[config.mk]
export PLATFORM = sky130hd
export DESIGN_NAME = bmd_core
export DESIGN_NICKNAME = d
export VERILOG_FILES = /design/src/hw/bmd_pkg.sv /design/src/hw/bmd_core.sv
export SDC_FILE = /design/constraint.sdc
export NUM_CORES = 1
export LEC_CHECK = 0
export BUFFER_PORTS_ARGS = -buffer_cell sky130_fd_sc_hd__clkbuf_2
export CORE_UTILIZATION = 62
export CTS_CLUSTER_DIAMETER = 40
export DETAILED_ROUTE_END_ITERATION = 10
export GPL_TIMING_DRIVEN = 0
export PLACE_DENSITY = 0.83
export SETUP_SLACK_MARGIN = 0.05
export SYNTH_ARGS = -nofsm -noshare
export SYNTH_HDL_FRONTEND = slang
export SYNTH_HIERARCHICAL = 1
export SYNTH_SLANG_ARGS = --single-unit
[constraint.sdc]
create_clock -name ref_clk -period 4.28 [get_ports ref_clk]
set_clock_uncertainty 0.1 [all_clocks]
set_input_delay 0.214 -clock ref_clk [delete_from_list [all_inputs] [get_ports ref_clk]]
set_output_delay 0.214 -clock ref_clk [all_outputs]
set_load 0.05 [all_outputs]
[src/hw/bmd_pkg.sv]
/*
 Shared constants and types of the block move and opcode decode unit.
 Assumes a 32-bit APB master and a byte-wide on-chip memory port.
*/
`default_nettype none
package bmd_pkg;
  // ----------------------------------------
  // Register offsets
  // ----------------------------------------
  localparam logic [7:0] OFS_CTRL   = 8'h00;
  localparam logic [7:0] OFS_SRC    = 8'h04;
  localparam logic [7:0] OFS_DST    = 8'h08;
  localparam logic [7:0] OFS_COUNT  = 8'h0C;
  localparam logic [7:0] OFS_STATUS = 8'h10;
  localparam logic [7:0] OFS_CCR    = 8'h14;
  localparam logic [7:0] OFS_OPA    = 8'h18;
  localparam logic [7:0] OFS_OPB    = 8'h1C;
  localparam logic [7:0] OFS_ALUOP  = 8'h20;
  localparam logic [7:0] OFS_OPCODE = 8'h24;
  localparam logic [7:0] OFS_DECODE = 8'h28;
  // ----------------------------------------
  // Field positions and reset values
  // ----------------------------------------
  localparam int CTRL_START = 0;
  localparam int CTRL_WORD  = 1;
  localparam int CCR_C = 0;
  localparam int CCR_V = 1;
  localparam int CCR_Z = 2;
  localparam int CCR_N = 3;
  localparam int CCR_H = 5;
  localparam logic [7:0]  CCR_RESET = 8'h80;
  localparam logic [15:0] PTR_RESET = 16'h0000;
  // ----------------------------------------
  // Timing in states (one state is one clock)
  // ----------------------------------------
  localparam logic [3:0] HEAD_STATES = 4'h8;
  localparam logic [3:0] BYTE_STATES = 4'h4;
  // ----------------------------------------
  // Types
  // ----------------------------------------
  typedef enum logic [3:0] {
    ALU_ADDW = 4'h0, ALU_SUBW = 4'h1, ALU_ADDL = 4'h2, ALU_SUBL = 4'h3,
    ALU_ADDX = 4'h4, ALU_SUBX = 4'h5, ALU_DAA  = 4'h6, ALU_DIVU = 4'h7,
    ALU_DIVS = 4'h8
  } bmd_alu_op_t;
  typedef enum logic [3:0] {
    DEC_UNDEF = 4'h0, DEC_BRANCH = 4'h1, DEC_INC = 4'h2, DEC_ADD = 4'h3,
    DEC_DEC   = 4'h4, DEC_SUB    = 4'h5, DEC_DAA = 4'h6, DEC_MOV = 4'h7,
    DEC_DAS   = 4'h8, DEC_CMP    = 4'h9, DEC_BLKB = 4'hA, DEC_BLKW = 4'hB
  } bmd_class_t;
  typedef struct packed {
    logic        valid;
    logic        write;
    logic [15:0] addr;
    logic [7:0]  wdata;
  } bmd_mem_req_t;
endpackage
`default_nettype wire

[src/hw/bmd_core.sv]
/*
 Block move engine, flag evaluation unit and first-level opcode decoder,
 plus the byte FIFO in the move's data path.
 Assumes an APB master on ref_clk and a memory that acknowledges each access.
*/
`default_nettype none
// ----------------------------------------
// Byte FIFO
// ----------------------------------------
module bmd_fifo #(
  parameter int W = 8,
  parameter int D = 4
) (
  input  wire logic         ref_clk,
  input  wire logic         rst_n,
  input  wire logic         inValid,
  output logic              inReady,
  input  wire logic [W-1:0] inData,
  output logic              outValid,
  input  wire logic         outReady,
  output logic [W-1:0]      outData
);
  localparam int AW = $clog2(D);
  logic [W-1:0] mem [D];
  logic [AW:0]  wrPtr_q;
  logic [AW:0]  rdPtr_q;
  logic         push;
  logic         pop;

  // Full and empty from pointer wrap bits
  assign inReady  = (wrPtr_q ^ rdPtr_q) != {1'b1, {AW{1'b0}}};
  assign outValid = wrPtr_q != rdPtr_q;
  assign push     = inValid & inReady;
  assign pop      = outValid & outReady;
  assign outData  = mem[rdPtr_q[AW-1:0]];

  // Storage
  always_ff @(posedge ref_clk)
  begin
    if (push)
      mem[wrPtr_q[AW-1:0]] <= inData;
  end

  // Pointers
  always_ff @(posedge ref_clk or negedge rst_n)
  begin
    if (!rst_n)
    begin
      wrPtr_q <= '0;
      rdPtr_q <= '0;
    end
    else
    begin
      if (push)
        wrPtr_q <= wrPtr_q + 1'b1;
      if (pop)
        rdPtr_q <= rdPtr_q + 1'b1;
    end
  end
endmodule

// How it works
// (RULE_01) While the count is nonzero each byte at the source pointer goes to the destination, both pointers rise, count falls.
// (RULE_02) A zero count moves nothing and finishes, and the move never touches the condition flags.
// (RULE_03) With memory answering at once the move takes eight states plus four per byte.
// (RULE_04) Word arithmetic sets half-carry on carry or borrow out of bit 11, else clears it.
// (RULE_05) Longword arithmetic sets half-carry on carry or borrow out of bit 27, else clears it.
// (RULE_06) Add and subtract with carry keep zero on a zero result and clear it otherwise.
// (RULE_07) Decimal adjust sets carry when the adjustment carries, else keeps it.
// (RULE_08) Accesses that wait on a slow peripheral stretch the move by the wait.
// (RULE_09) Unsigned divide sets sign when the divisor is negative, else clears it.
// (RULE_10) Divides set zero when the divisor is zero, else clear it.
// (RULE_11) Signed divide sets sign when the quotient is negative, else clears it.
// (RULE_12) Some first bytes pick one of two instructions by the top bit of the second byte's upper nibble.
// (RULE_13) First bytes with upper nibble 4 are short branches, the lower nibble giving the condition.
module bmd_core (
  input  wire logic                  ref_clk,
  input  wire logic                  rst_n,
  input  wire logic                  psel,
  input  wire logic                  penable,
  input  wire logic                  pwrite,
  input  wire logic [7:0]            paddr,
  input  wire logic [31:0]           pwdata,
  output logic [31:0]                prdata,
  output logic                       pready,
  output logic                       pslverr,
  output bmd_pkg::bmd_mem_req_t      memReq,
  input  wire logic                  memAck,
  input  wire logic [7:0]            memRdata,
  output logic                       busy
);
  typedef enum logic [2:0] {
    ST_IDLE = 3'b000, ST_HEAD = 3'b001, ST_RDREQ = 3'b010,
    ST_RDWAIT = 3'b011, ST_WRREQ = 3'b100, ST_WRWAIT = 3'b101
  } bmd_state_t;

  bmd_state_t  state_q;
  logic [15:0] srcPtr_q;
  logic [15:0] dstPtr_q;
  logic [15:0] count_q;
  logic        wordForm_q;
  logic [3:0]  headCnt_q;
  logic [15:0] stateCnt_q;
  logic [7:0]  ccr_q;
  logic [31:0] opA_q;
  logic [31:0] opB_q;
  logic [15:0] opcode_q;
  logic        ready_q;
  logic [31:0] rdata_q;
  logic        err_q;
  logic        wrEn;
  logic        rdEn;
  logic        mapped;
  logic        start;
  logic        fifoInReady;
  logic        fifoOutValid;
  logic [7:0]  fifoOutData;
  logic        pushByte;
  logic        popByte;
  logic [15:0] countNext;
  logic [7:0]  ccrAlu;
  bmd_pkg::bmd_class_t decClass;
  logic [3:0]  decCond;

  // ----------------------------------------
  // APB slave
  // ----------------------------------------
  // Answer in the second access cycle
  assign wrEn    = psel & penable & ready_q & pwrite;
  assign rdEn    = psel & penable & ~ready_q & ~pwrite;
  assign pready  = ready_q;
  assign prdata  = rdata_q;
  assign pslverr = err_q;
  assign mapped  = (paddr[1:0] == 2'b00) && (paddr <= bmd_pkg::OFS_DECODE);
  assign start   = wrEn && mapped && paddr == bmd_pkg::OFS_CTRL && pwdata[bmd_pkg::CTRL_START];

  // Ready and error
  always_ff @(posedge ref_clk or negedge rst_n)
  begin
    if (!rst_n)
    begin
      ready_q <= 1'b0;
      err_q   <= 1'b0;
    end
    else
    begin
      ready_q <= psel & penable & ~ready_q;
      err_q   <= psel & penable & ~ready_q & ~mapped;
    end
  end

  // Read data capture
  always_ff @(posedge ref_clk or negedge rst_n)
  begin
    if (!rst_n)
      rdata_q <= '0;
    else if (rdEn)
    begin
      case (paddr)
        bmd_pkg::OFS_CTRL:   rdata_q <= {30'h0, wordForm_q, 1'b0};
        bmd_pkg::OFS_SRC:    rdata_q <= {16'h0, srcPtr_q};
        bmd_pkg::OFS_DST:    rdata_q <= {16'h0, dstPtr_q};
        bmd_pkg::OFS_COUNT:  rdata_q <= {16'h0, count_q};
        bmd_pkg::OFS_STATUS: rdata_q <= {stateCnt_q, 15'h0, busy};
        bmd_pkg::OFS_CCR:    rdata_q <= {24'h0, ccr_q};
        bmd_pkg::OFS_OPA:    rdata_q <= opA_q;
        bmd_pkg::OFS_OPB:    rdata_q <= opB_q;
        bmd_pkg::OFS_OPCODE: rdata_q <= {16'h0, opcode_q};
        bmd_pkg::OFS_DECODE: rdata_q <= {24'h0, decCond, decClass};
        default:             rdata_q <= '0;
      endcase
    end
  end

  // Operand and opcode registers
  always_ff @(posedge ref_clk or negedge rst_n)
  begin
    if (!rst_n)
    begin
      opA_q    <= '0;
      opB_q    <= '0;
      opcode_q <= '0;
    end
    else if (wrEn)
    begin
      if (paddr == bmd_pkg::OFS_OPA)
        opA_q <= pwdata;
      if (paddr == bmd_pkg::OFS_OPB)
        opB_q <= pwdata;
      if (paddr == bmd_pkg::OFS_OPCODE)
        opcode_q <= pwdata[15:0];
    end
  end

  // ----------------------------------------
  // Flag evaluation
  // ----------------------------------------
  // Borrow or carry out of the low k bits
  function automatic logic carryAt(input logic [31:0] a, input logic [31:0] b, input int k, input logic sub);
    logic [32:0] s;
    logic [31:0] m;
    s = '0;
    m = (32'h1 << k) - 32'h1;
    if (sub)
      s = {1'b0, a & m} - {1'b0, b & m};
    else
      s = {1'b0, a & m} + {1'b0, b & m};
    carryAt = sub ? s[32] : s[k];
  endfunction

  // Magnitude of a signed value
  function automatic logic [31:0] absVal(input logic [31:0] v);
    absVal = v[31] ? (~v + 32'h1) : v;
  endfunction

  // New flags for the chosen operation
  always_comb
  begin
    logic [8:0]  x;
    logic [31:0] dvs;
    x      = '0;
    dvs    = {{16{opB_q[15]}}, opB_q[15:0]};
    ccrAlu = ccr_q;
    case (pwdata[3:0])
      bmd_pkg::ALU_ADDW, bmd_pkg::ALU_SUBW:
        ccrAlu[bmd_pkg::CCR_H] = carryAt(opA_q, opB_q, 12, pwdata[0]); // RULE_04
      bmd_pkg::ALU_ADDL, bmd_pkg::ALU_SUBL:
        ccrAlu[bmd_pkg::CCR_H] = carryAt(opA_q, opB_q, 28, pwdata[0]); // RULE_05
      bmd_pkg::ALU_ADDX, bmd_pkg::ALU_SUBX:
      begin
        if (pwdata[0])
          x = {1'b0, opA_q[7:0]} - {1'b0, opB_q[7:0]} - {8'h0, ccr_q[bmd_pkg::CCR_C]};
        else
          x = {1'b0, opA_q[7:0]} + {1'b0, opB_q[7:0]} + {8'h0, ccr_q[bmd_pkg::CCR_C]};
        ccrAlu[bmd_pkg::CCR_C] = x[8];
        ccrAlu[bmd_pkg::CCR_N] = x[7];
        if (x[7:0] != 8'h00)
          ccrAlu[bmd_pkg::CCR_Z] = 1'b0; // RULE_06
      end
      bmd_pkg::ALU_DAA:
        if (ccr_q[bmd_pkg::CCR_C] || opA_q[7:0] > 8'h99)
          ccrAlu[bmd_pkg::CCR_C] = 1'b1; // RULE_07
      bmd_pkg::ALU_DIVU:
      begin
        ccrAlu[bmd_pkg::CCR_N] = opB_q[15]; // RULE_09
        ccrAlu[bmd_pkg::CCR_Z] = opB_q[15:0] == 16'h0000; // RULE_10
      end
      bmd_pkg::ALU_DIVS:
      begin
        ccrAlu[bmd_pkg::CCR_N] = (opA_q[31] ^ opB_q[15]) && (opB_q[15:0] != 16'h0000)
                                 && (absVal(opA_q) >= absVal(dvs)); // RULE_11
        ccrAlu[bmd_pkg::CCR_Z] = opB_q[15:0] == 16'h0000; // RULE_10
      end
      default: ccrAlu = ccr_q;
    endcase
  end

  // Condition flags: software or flag unit only
  always_ff @(posedge ref_clk or negedge rst_n)
  begin
    if (!rst_n)
      ccr_q <= bmd_pkg::CCR_RESET;
    else if (wrEn && paddr == bmd_pkg::OFS_CCR)
      ccr_q <= pwdata[7:0];
    else if (wrEn && paddr == bmd_pkg::OFS_ALUOP)
      ccr_q <= ccrAlu;
  end

  // ----------------------------------------
  // Opcode decode
  // ----------------------------------------
  // Class from first byte, second byte where needed
  always_comb
  begin
    logic bhTop;
    bhTop    = opcode_q[7];
    decCond  = 4'h0;
    decClass = bmd_pkg::DEC_UNDEF;
    case (opcode_q[15:8])
      8'h0A: decClass = bhTop ? bmd_pkg::DEC_ADD : bmd_pkg::DEC_INC; // RULE_12
      8'h1A: decClass = bhTop ? bmd_pkg::DEC_SUB : bmd_pkg::DEC_DEC; // RULE_12
      8'h0F: decClass = bhTop ? bmd_pkg::DEC_MOV : bmd_pkg::DEC_DAA; // RULE_12
      8'h1F: decClass = bhTop ? bmd_pkg::DEC_CMP : bmd_pkg::DEC_DAS; // RULE_12
      8'h7B: decClass = bhTop ? bmd_pkg::DEC_BLKW : bmd_pkg::DEC_BLKB; // RULE_12
      default:
        if (opcode_q[15:12] == 4'h4)
        begin
          decClass = bmd_pkg::DEC_BRANCH; // RULE_13
          decCond  = opcode_q[11:8]; // RULE_13
        end
    endcase
  end

  // ----------------------------------------
  // Block move engine
  // ----------------------------------------
  assign busy     = state_q != ST_IDLE;
  assign pushByte = state_q == ST_RDWAIT && memAck;
  assign popByte  = state_q == ST_WRWAIT && memAck;
  assign countNext = wordForm_q ? count_q - 16'h1 : {count_q[15:8], count_q[7:0] - 8'h1};

  // Memory request from state and pointers
  always_comb
  begin
    memReq.valid = state_q inside {ST_RDREQ, ST_RDWAIT, ST_WRREQ, ST_WRWAIT};
    memReq.write = state_q inside {ST_WRREQ, ST_WRWAIT};
    memReq.addr  = memReq.write ? dstPtr_q : srcPtr_q;
    memReq.wdata = fifoOutData;
  end

  // Sequencer; acks that come late stretch the move
  always_ff @(posedge ref_clk or negedge rst_n)
  begin
    if (!rst_n)
    begin
      state_q   <= ST_IDLE;
      headCnt_q <= '0;
    end
    else
    begin
      case (state_q)
        ST_IDLE:
          if (start)
          begin
            state_q   <= ST_HEAD;
            headCnt_q <= 4'h1;
          end
        ST_HEAD:
          if (headCnt_q == bmd_pkg::HEAD_STATES)
          begin
            // Zero count ends after the head
            if ((wordForm_q ? count_q : {8'h00, count_q[7:0]}) == 16'h0000)
              state_q <= ST_IDLE; // RULE_02
            else
              state_q <= ST_RDREQ; // RULE_01
          end
          else
            headCnt_q <= headCnt_q + 4'h1; // RULE_03
        ST_RDREQ:
          if (fifoInReady)
            state_q <= ST_RDWAIT;
        ST_RDWAIT:
          if (memAck)
            state_q <= ST_WRREQ; // RULE_08
        ST_WRREQ:
          if (fifoOutValid)
            state_q <= ST_WRWAIT;
        ST_WRWAIT:
          if (memAck)
          begin
            if ((wordForm_q ? countNext : {8'h00, countNext[7:0]}) == 16'h0000)
              state_q <= ST_IDLE; // RULE_01
            else
              state_q <= ST_RDREQ; // RULE_03
          end
        default: state_q <= ST_IDLE;
      endcase
    end
  end

  // Pointers, count and form
  always_ff @(posedge ref_clk or negedge rst_n)
  begin
    if (!rst_n)
    begin
      srcPtr_q   <= bmd_pkg::PTR_RESET;
      dstPtr_q   <= bmd_pkg::PTR_RESET;
      count_q    <= '0;
      wordForm_q <= 1'b0;
    end
    else if (busy)
    begin
      if (pushByte)
        srcPtr_q <= srcPtr_q + 16'h1; // RULE_01
      if (popByte)
      begin
        dstPtr_q <= dstPtr_q + 16'h1; // RULE_01
        count_q  <= countNext; // RULE_01
      end
    end
    else if (wrEn)
    begin
      case (paddr)
        bmd_pkg::OFS_CTRL:  wordForm_q <= pwdata[bmd_pkg::CTRL_WORD];
        bmd_pkg::OFS_SRC:   srcPtr_q   <= pwdata[15:0];
        bmd_pkg::OFS_DST:   dstPtr_q   <= pwdata[15:0];
        bmd_pkg::OFS_COUNT: count_q    <= pwdata[15:0];
        default:            count_q    <= count_q;
      endcase
    end
  end

  // States spent by the last move
  always_ff @(posedge ref_clk or negedge rst_n)
  begin
    if (!rst_n)
      stateCnt_q <= '0;
    else if (start && !busy)
      stateCnt_q <= 16'h1;
    else if (busy
             && !(state_q == ST_WRWAIT && memAck && (wordForm_q ? countNext : {8'h00, countNext[7:0]}) == 16'h0)
             && !(state_q == ST_HEAD && headCnt_q == bmd_pkg::HEAD_STATES
                  && (wordForm_q ? count_q : {8'h00, count_q[7:0]}) == 16'h0))
      stateCnt_q <= stateCnt_q + 16'h1; // RULE_03
  end

  // Byte buffer between read and write
  bmd_fifo #(
    .W (8),
    .D (4)
  ) u_fifo (
    .ref_clk  (ref_clk),
    .rst_n    (rst_n),
    .inValid  (pushByte),
    .inReady  (fifoInReady),
    .inData   (memRdata),
    .outValid (fifoOutValid),
    .outReady (popByte),
    .outData  (fifoOutData)
  );
endmodule
`default_nettype wire

Word level (Yosys, flattened, before mapping)
Memories as Yosys holds them, arrays and structs flattened.
Index checks and enable logic that the tools add are counted.
Word-level totals
  register bits after elaboration: 200
  bits in latches: 0
  bits in writable memories: 32
  bits in read-only memories: 0
  input port bits: 54
  output and inout port bits: 61
  logic and storage cells: 217
  memories: 1
Memories
  u_fifo.mem: words 4, width 8, read ports 1, clocked after Yosys merged registers in 0, wr ports 1, line bmd_core.sv:24  | logic [W-1:0] mem [D];
Operators by class
  $add $sub $neg: 18
  multiply operators: 0
  div/mod/pow operators: 0
  $lt $le $gt $ge: 3
  equal/unequal tests: 43
  shift-type cells: 0
  multiplexer cells: 57
  bitwise operators: 16
  reductions and logical operators: 59
Operator list (count)
  32-bit one-hot mux with 10 select lines: 1
  16-bit two-way mux: 18
  33-bit two-way mux: 2
  32-bit by 1-bit adder with 32-bit output, second input constant: 2
  32-bit two-way mux: 2
  32-bit NOT: 2
  16-bit by 1-bit adder with 16-bit output, second input constant: 3
  8-bit by 5-bit == test with 1-bit output, second input constant: 6
  16-bit zero test: 3
  8-bit by 4-bit == test with 1-bit output, second input constant: 4
  32-bit greater-or-equal comparator: 1
  28-bit by 28-bit adder with 29-bit output: 1
  28-bit by 28-bit subtractor with 29-bit output: 1
  8-bit by 6-bit == test with 1-bit output, second input constant: 3
  3-bit AND reduction: 7
  4-bit by 3-bit == test with 1-bit output, second input constant: 5
  4-bit one-hot mux with 5 select lines: 1
  3-bit two-way mux: 6
  9-bit two-way mux: 2
  3-bit one-hot mux with 6 select lines: 1
  1-bit logical AND: 16
  4-bit two-way mux: 4
  16-bit nonzero test: 1
  2-bit nonzero test: 8
  other kinds (48): 96

Longest topological paths before layout
Gate-level depths: netlist of the first run.
  word-level depth: 10
  mapped depth: 16
  mapped depth without buffers: 16

Modules after synthesis
Netlist of the first run, hierarchy kept.
By module, submodules not included
  bmd_core: times used 1, cells each 1577, area an instance 13900.8 µm², sequential area each 4855.9 µm²
  bmd_fifo: times used 1, cells each 88, area an instance 1631.6 µm², sequential area each 1111.1 µm²

Worst setup path after synthesis of the first run
Ideal clock, no wire load.
  path kind: register to register
  start: register opA_q[1]
  end: register ccr_q[3]
  library setup time: 123 ps
  data arrival time: 3553 ps
  data required time: 4057 ps
  path slack: 504 ps
  stages on the path, launching flop included: 17
  buffers on the path: 0
  clock period less this slack: 3776 ps
  cell sequence: dfrtp_1 inv_1 ha_1 nor2b_1 nand4_1 or3_1 nand2b_1 o41ai_1 nand2_1 xor2_1 ha_1 a21o_1 a21o_1 a221oi_1 o21ai_0 o21ai_0 a21oi_1
Between the ends
  longest elaborated chain between the ends: 8
  elaborated cells between the ends (all ways): 14
  classes of those cells: 5 x add/sub; 1 x order compare; 6 x mux; 1 x bitwise; 1 x reduce/logical
RTL lines
  start: declaration: line bmd_core.sv:105  | logic [31:0] opA_q;
  start signal: assignment: line bmd_core.sv:187  | opA_q <= pwdata;
  32-bit NOT: line bmd_core.sv:213  | absVal = v[31] ? (~v + 32'h1) : v;
  32-bit by 1-bit adder with 32-bit output: line bmd_core.sv:213
  32-bit two-way mux: line bmd_core.sv:213
  32-bit greater-or-equal comparator: line bmd_core.sv:251  | && (absVal(opA_q) >= absVal(dvs));
  1-bit logical AND: line bmd_core.sv:251
  2-bit one-hot mux with 3 select lines (*): line bmd_core.sv:224  | case (pwdata[3:0])
  6-bit two-way mux (*): line bmd_core.sv:265  | else if (wrEn && paddr == bmd_pkg::OFS_ALUOP)
  8-bit two-way mux (*): line bmd_core.sv:263  | else if (wrEn && paddr == bmd_pkg::OFS_CCR)
  end signal: assignment: line bmd_core.sv:262  | ccr_q <= bmd_pkg::CCR_RESET;
  end signal: assignment: line bmd_core.sv:264  | ccr_q <= pwdata[7:0];
  end signal: assignment: line bmd_core.sv:266  | ccr_q <= ccrAlu;
  end: declaration: line bmd_core.sv:104  | logic [7:0] ccr_q;
Every way passes the cells marked *; elsewhere a longest branch is shown, timed or not. The select of a mux whose other input is x is not followed.
A chain may end at the register's enable or synchronous reset.

Final worst setup path of the first run
  start: register opA_q[7]
  end: register ccr_q[3]
The elaborated chain is that of the path after synthesis.

==> flow_summary.ini, run 1 <==
[min_path]
hold_end = opB_q[15]$_DFFE_PN0P_
worst_hold_startpoint = pwdata[15]
min_delay_path_depth = 2
hold_class = in2reg

[cts]
ctsRootBufferMaster = sky130_fd_sc_hd__clkbuf_16
clk_path_buf_depth = 3
level_count_of_the_clock_h_tree = 2
postCtsSetupBuffers = 0
cts_inserted_buffers = 34
cts_tree = yes
clock_latency_ns = 0.51
cts_sinks = 232
worst_path_clk_slew_ns = 0.06

[placed_design]
globalplace.congestion = 0.988
dp.final_hpwl_um = 35500
port_buffers = 112
place.detailed.instances = 2118

[critical_path]
criticalPathCategory = reg2reg
rr_startpoint = opA_q[7]$_DFFE_PN0P_
critical_path_peak_fanout = 9
critical_path_slowest_stage_cell = sky130_fd_sc_hd__or3_4
setup.reg_to_reg.worst_slack_ns = 0.22
rr_endpoint = ccr_q[3]$_DFFE_PN0P_
rr_worst_depth = 15
critPathRequiredTime_ns = 4.55
arrival_ns = 4.33
max_stage_delay_ns = 0.44
critical_path.endpoint_type = register
setup.worst_path.start_class = register
worstPathCellList = clkbuf_4 -> nor4_2 -> nand4_1 -> or3_4 -> nand2b_1 -> nand2b_1 -> o31ai_2 -> xnor2_1 -> ha_1 -> a21o_1 -> a21o_1 -> a221oi_2 -> o21ai_1 -> o21ai_2 -> a21oi_1

[grt]
maximum_number_of_pins_on_one_net_before_global_route_repair = 86
grt_util_met1_pct = 48.2
track_usage_pct = 38.2
globalRouteMet3Util_pct = 7.45
top_usage_layer = met2
gr-usage-met2_pct = 62.0
remaining_global_route_overflow = 0
global_route_wire_length_before_repair_um = 77000
vias_in_the_first_global_route = 14500
number_of_antenna_violations_at_the_first_check_in_global_routing = 0

[layout]
nNetsFinal = 2043
mostFrequentLayoutCell = sky130_fd_sc_hd__dfrtp_1
fill_cells = 1745
post_route_cells_drive_above_1_share_pct = 15.6
inserted_diodes = 0
utilization_pct = 74.4
area.growth.synth_to_final_pct = 17.2
post_layout_nonfiller_instances = 2216
mostFrequentLayoutCells = sky130_fd_sc_hd__dfrtp_1, sky130_fd_sc_hd__nand2_1, sky130_fd_sc_hd__ha_1

[sta]
setup_tns_ns = 0
slew_at_the_pin_closest_to_its_max_slew_limit_ns = 1.21
final_max_slew_viol_count = 0
post-route-period-util_pct = 95.0
slew-limit-headroom_pct = 18.8
max_clock_freq_mhz = 246
setup_violations = 0
min_period_ns = 4.06
grt_setup_unrepaired = no
finalHoldViolations = 0

[detailed_routing]
avgViaCountPerCell = 6.65
drc = 0
detailedRoute.firstIterationViolations = 1771
finalWirelength_um = 49300
detailroute.via_count = 14700
routed_length_per_placed_instance_um = 22.2
detail_route.first_pass.iterations = 7
drt.antenna.violating_nets = 0

[floorplanning]
dieArea_mm2 = 0.0257
placementRows = 57
top_level_ports = 115
coreArea_mm2 = 0.0245
starting_density_of_the_core_pct = 63.5
die_width_um = 160
fp.dieH_um = 160

[synth]
synth.yosys.warnings = 6
synthesis.area_mm2 = 0.0155
synth_area_leaders = sky130_fd_sc_hd__dfrtp_1, sky130_fd_sc_hd__ha_1, sky130_fd_sc_hd__edfxtp_1
postSynth.asyncResetShare_pct = 86.2
synthFlopType = sky130_fd_sc_hd__dfrtp_1
synth_top_area_share_pct = 32.1
yosysUniqueCellTypes = 79
synth_area_per_cell_um2 = 9.33
sequential_area_share_after_synthesis_pct = 38.4
synth-seq-cells = 232
yosysTopAreaCell = sky130_fd_sc_hd__dfrtp_1
netlist_instances = 1665
synth-edff-count = 32

[pwr]
power.density_mw_per_mm2 = 462
total_power_mw = 8.40
power_leakage_nw = 8.32
worst_ir_drop_vdd_mv = 0.653

[flow_run]
cap_violations = 0

[outcome]
status = finished, final reports clean
==> synthesized netlist by cell type (15+ instances only) <==
cell type	count
sky130_fd_sc_hd__xnor2_1	53
sky130_fd_sc_hd__dfrtp_1	199
sky130_fd_sc_hd__ha_1	117
sky130_fd_sc_hd__nand2b_1	15
sky130_fd_sc_hd__nor2b_1	15
sky130_fd_sc_hd__o21ai_0	108
sky130_fd_sc_hd__inv_1	77
sky130_fd_sc_hd__a21oi_1	114
sky130_fd_sc_hd__nand3_1	39
sky130_fd_sc_hd__nand2_1	189
sky130_fd_sc_hd__a222oi_1	26
sky130_fd_sc_hd__a221oi_1	17
sky130_fd_sc_hd__and3_1	20
sky130_fd_sc_hd__mux2_2	79
sky130_fd_sc_hd__o31ai_1	22
sky130_fd_sc_hd__nand4_1	19
sky130_fd_sc_hd__edfxtp_1	32
sky130_fd_sc_hd__clkbuf_1	69
sky130_fd_sc_hd__nor2_1	101
sky130_fd_sc_hd__a21o_1	21
sky130_fd_sc_hd__nor4_1	15
sky130_fd_sc_hd__nor3_1	32
sky130_fd_sc_hd__a31oi_1	32
==> logic make-up (layout without fill, tap and decap cells) <==
| family | Yosys count | in the layout | share of synthesized area, % |
|---|---|---|---|
| fa+ha+maj | 121 | 121 | 9.94 |
| xor+xnor | 65 | 65 | 3.71 |
| simple gates | 512 | 512 | 15.9 |
| mux | 96 | 96 | 7.59 |
| flops | 232 | 232 | 38.4 |
| compound gates | 476 | 476 | 20.3 |
| buf+inv | 162 | 374 | 4.05 |
| other cells | 1 | 16 | 0.0241 |
==> flip-flops by register name (all words and copies together) (netlist names), 8 cells and up <==
signal and cells:
opA_q 32, opB_q 32, prdata 32, u_fifo/mem 32
count_q 16, dstPtr_q 16, opcode_q 16, srcPtr_q 16
stateCnt_q 16, ccr_q 8
==> per-layer routing <==
metal  wire, um  share of wire [%]
met3       5210                 11
met5          0                  0
met2      22800                 46
met4       2780                5.6
met1      18500                 38
==> worst max-delay path by stage <==
| stage | start | cells past startpoint | endpoint | slack, ns |
|---|---|---|---|---|
| floorplan | opA_q[1]$_DFFE_PN0P_ | 16 | ccr_q[3]$_DFFE_PN0P_ | 0.50 |
| global placement | rst_n | 1 | opA_q[5]$_DFFE_PN0P_ | -1.01 |
| detailed placement | opA_q[1]$_DFFE_PN0P_ | 16 | ccr_q[3]$_DFFE_PN0P_ | -0.70 |
| CTS | opA_q[1]$_DFFE_PN0P_ | 16 | ccr_q[3]$_DFFE_PN0P_ | 0.07 |
| global route | opA_q[0]$_DFFE_PN0P_ | 15 | ccr_q[3]$_DFFE_PN0P_ | 0.04 |
| finish | opA_q[7]$_DFFE_PN0P_ | 15 | ccr_q[3]$_DFFE_PN0P_ | 0.22 |
==> worst max-delay path, delay by kind of cell, from the launching register on <==
| kind | cells | cell delay, ns |
|---|---|---|
| buf+inv | 1 | 0.22 |
| xor+xnor | 1 | 0.17 |
| fa+ha+maj | 1 | 0.27 |
| flops | 1 | 0.41 |
| compound gates | 7 | 1.37 |
| simple gates | 5 | 1.41 |
==> report_power, final <==
group | internal, mW | switching, mW | leakage (nW)
clock | 1.70 | 1.06 | 0.540
sequential | 2.50 | 0.405 | 2.97
combinational | 0.791 | 1.94 | 4.81
total | 5.00 | 3.40 | 8.32
==> per-stage QoR <==
step / setup WS [ns] / instance area, um2 / hold WS (ns)
floorplan: 0.504 / 15600 / -0.182
global placement: -1.01 / 16600 / 0.327
detailed placement: -0.697 / 16600 / 0.104
CTS: 0.0715 / 18200 / 0.00275
global route: 0.0434 / 18200 / 0.0111
finish: 0.216 / 18200 / 0.0298
==> repair_timing <==
item	CTS	global route
pin swaps	1	2
gates resized for setup	11	9
setup endpoints to repair	1	1
hold endpoints to repair	138	0
hold buffers	38	0
==> area by class of cell <==
class	count	area (um2)	area share, %
flip-flops and latches	232	5970	32.8
plain buffers	83	337	1.85
clock buffers	41	938	5.16
well taps	324	405	2.23
multi-input cells	1286	9060	49.8
clock inverters	19	190	1.04
repair buffers	152	1000	5.52
inverters	79	299	1.64
Note: power is estimated with default switching activity, not from simulation.
==> inputs of run 2 (changes only) <==
- CORE_UTILIZATION: 62 -> 63
- CTS_BUF_LIST: unset -> sky130_fd_sc_hd__clkbuf_8
- PLACE_DENSITY: 0.83 -> 0.84
==> run 2 against run 1 <==
Effect of this change: global-route usage is 0.71 points higher; final cell count is 1.1% higher; routed wire length hardly changed; utilization is 0.24 points lower; maximum frequency is 1.2% lower; sequential power hardly changed; first-iteration DRC count is 1.2% lower; sequential share of layout area is 0.39 points higher; non-clock buffer count is 12 higher; clock power is 26% lower; register-to-register slack worse by 0.05 ns; combinational power is 1% lower; largest cell class unchanged; largest power group unchanged.
==> flow_summary.ini, run 2 (synthesis results as in run 1) <==
[outcome]
status = finished, final reports clean

[layout]
nNetsFinal = 2062
utilization_pct = 74.2
fin_area_mm2 = 0.0180
mostFrequentLayoutCell = sky130_fd_sc_hd__dfrtp_1
mostFrequentLayoutCells = sky130_fd_sc_hd__dfrtp_1, sky130_fd_sc_hd__nand2_1, sky130_fd_sc_hd__ha_1
area.growth.synth_to_final_pct = 15.8
post_route_cells_drive_above_1_share_pct = 16.2

[min_path]
hold_class = in2reg

[sta]
setup_tns_ns = 0
grt_setup_unrepaired = no
post-route-period-util_pct = 96.1
setup_violations = 0
min_period_ns = 4.11
max_clock_freq_mhz = 243
slew_at_the_pin_closest_to_its_max_slew_limit_ns = 1.32
slew-limit-headroom_pct = 11.3
finalHoldViolations = 0
worst_slack_ns = 0.168
fin_hold_ws_ns = 0.0484
final_max_slew_viol_count = 0

[placed_design]
port_buffers = 112
dp.final_hpwl_um = 35900
globalplace.congestion = 1.01
detailed_place.area_mm2 = 0.0166
dpl_worst_slack_ns = -0.746

[floorplanning]
coreArea_mm2 = 0.0242
top_level_ports = 115
die_width_um = 159
fp.dieH_um = 159
placementRows = 57
starting_density_of_the_core_pct = 64.1
dieArea_mm2 = 0.0253

[grt]
number_of_antenna_violations_at_the_first_check_in_global_routing = 2
track_usage_pct = 38.9
remaining_global_route_overflow = 0
maximum_number_of_pins_on_one_net_before_global_route_repair = 79
global_route_wire_length_before_repair_um = 77500
vias_in_the_first_global_route = 14300

[detailed_routing]
drc = 0
routed_length_per_placed_instance_um = 22.0
finalWirelength_um = 49300
avgViaCountPerCell = 6.51
detail_route.first_pass.iterations = 9
detailedRoute.firstIterationViolations = 1750
drt.antenna.violating_nets = 0
detailroute.via_count = 14600

[pwr]
power_leakage_nw = 8.29
power.density_mw_per_mm2 = 424
worst_ir_drop_vdd_mv = 0.548

[cts]
level_count_of_the_clock_h_tree = 2
cts_inserted_buffers = 41
cts_tree = yes
worst_path_clk_slew_ns = 0.06
clock_latency_ns = 0.57
ctsRootBufferMaster = sky130_fd_sc_hd__clkbuf_8
clk_path_buf_depth = 3
cts_sinks = 232

[critical_path]
arrival_ns = 4.44
setup.worst_path.start_class = register
critical_path.endpoint_type = register
rr_worst_depth = 15
worstPathCellList = buf_2 -> nor4_4 -> nand4_1 -> or3_4 -> nand2b_1 -> nand2b_4 -> o31ai_2 -> xnor2_1 -> ha_1 -> a21o_1 -> a21o_1 -> a221oi_1 -> o21ai_1 -> o21ai_2 -> a21oi_1
critical_path_slowest_stage_cell = sky130_fd_sc_hd__or3_4
setup.reg_to_reg.worst_slack_ns = 0.17
cp_num_cells = 15
crit_end = ccr_q[3]$_DFFE_PN0P_
startpoint = opA_q[7]$_DFFE_PN0P_
rr_endpoint = ccr_q[3]$_DFFE_PN0P_
worstPathBufferInverterCount = 1
critical-path-top-cell-by-count = sky130_fd_sc_hd__a21o_1
criticalPathCategory = reg2reg
rr_startpoint = opA_q[7]$_DFFE_PN0P_
critPathRequiredTime_ns = 4.61
path_delay_family = compound AO/OA/AOI/OAI gates
max_stage_delay_ns = 0.43
critical_path_peak_fanout = 9

[flow_run]
cap_violations = 0
-- run 2: layout make-up --
class / instances / area [um2]
Multi-Input combinational cell: 1286 / 9080
Fill cell: 1803 / 6260
Sequential cell: 232 / 5970
Timing Repair Buffer: 164 / 1100
Clock buffer: 46 / 633
Tap cell: 324 / 405
Buffer: 83 / 334
Inverter: 79 / 302
Clock inverter: 26 / 160
Antenna cell: 1 / 2.50
-- run 2: power breakdown --
part | switching (mW) | internal [mW]
combinational | 1.90 | 0.793
sequential | 0.403 | 2.50
clock | 0.969 | 1.06
-- run 2: worst min-delay path by stage --
stage / slack, ns / start / endpoint / cells past startpoint
after floorplan: -0.18 / rst_n / ccr_q[0]$_DFFE_PN0P_ / 0
after global placement: 0.33 / memRdata[5] / u_fifo/mem[0][5]$_DFFE_PP_ / 1
after detailed placement: 0.14 / rst_n / u_fifo/wrPtr_q[0]$_DFFE_PN0P_ / 1
after CTS: 0.02 / pwdata[13] / count_q[13]$_DFFE_PN0P_ / 3
after global routing: 0.02 / pwdata[13] / opB_q[13]$_DFFE_PN0P_ / 2
final: 0.05 / pwdata[13] / count_q[13]$_DFFE_PN0P_ / 3
-- run 2: timing repair --
item	CTS	global route
setup buffers	0	9
hold buffers	41	0
endpoints found under the hold margin	164	0
pin swaps	1	2
setup endpoints to repair	1	1
resized for setup	11	14
-- run 2: per-layer routing --
metal | global-route usage, % | share of wire [%] | vias to the layer above
li1 | - | - | 6636
met1 | 50.9 | 39 | 7016
met2 | 64.0 | 48 | 792
met3 | 6.17 | 9.1 | 153
met4 | 17.7 | 4.2 | 2
met5 | 0 | 0.030 | -
-- run 2: per-stage QoR --
step	cells	power [mW]
global route	2241	7.98
CTS	2231	7.54
detailed placement	2118	5.51
finish	2241	7.62
floorplan	1680	4.66
global placement	2116	5.45
-- run 2: worst register-to-register path: stages (launching register included) --
cell	delay, ns
sky130_fd_sc_hd__dfrtp_1	0.41
sky130_fd_sc_hd__buf_2	0.22
sky130_fd_sc_hd__nor4_4	0.31
sky130_fd_sc_hd__nand4_1	0.22
sky130_fd_sc_hd__or3_4	0.43
sky130_fd_sc_hd__nand2b_1	0.22
sky130_fd_sc_hd__nand2b_4	0.20
sky130_fd_sc_hd__o31ai_2	0.22
sky130_fd_sc_hd__xnor2_1	0.16
sky130_fd_sc_hd__ha_1	0.27
sky130_fd_sc_hd__a21o_1	0.18
sky130_fd_sc_hd__a21o_1	0.16
sky130_fd_sc_hd__a221oi_1	0.30
sky130_fd_sc_hd__o21ai_1	0.20
sky130_fd_sc_hd__o21ai_2	0.27
sky130_fd_sc_hd__a21oi_1	0.10
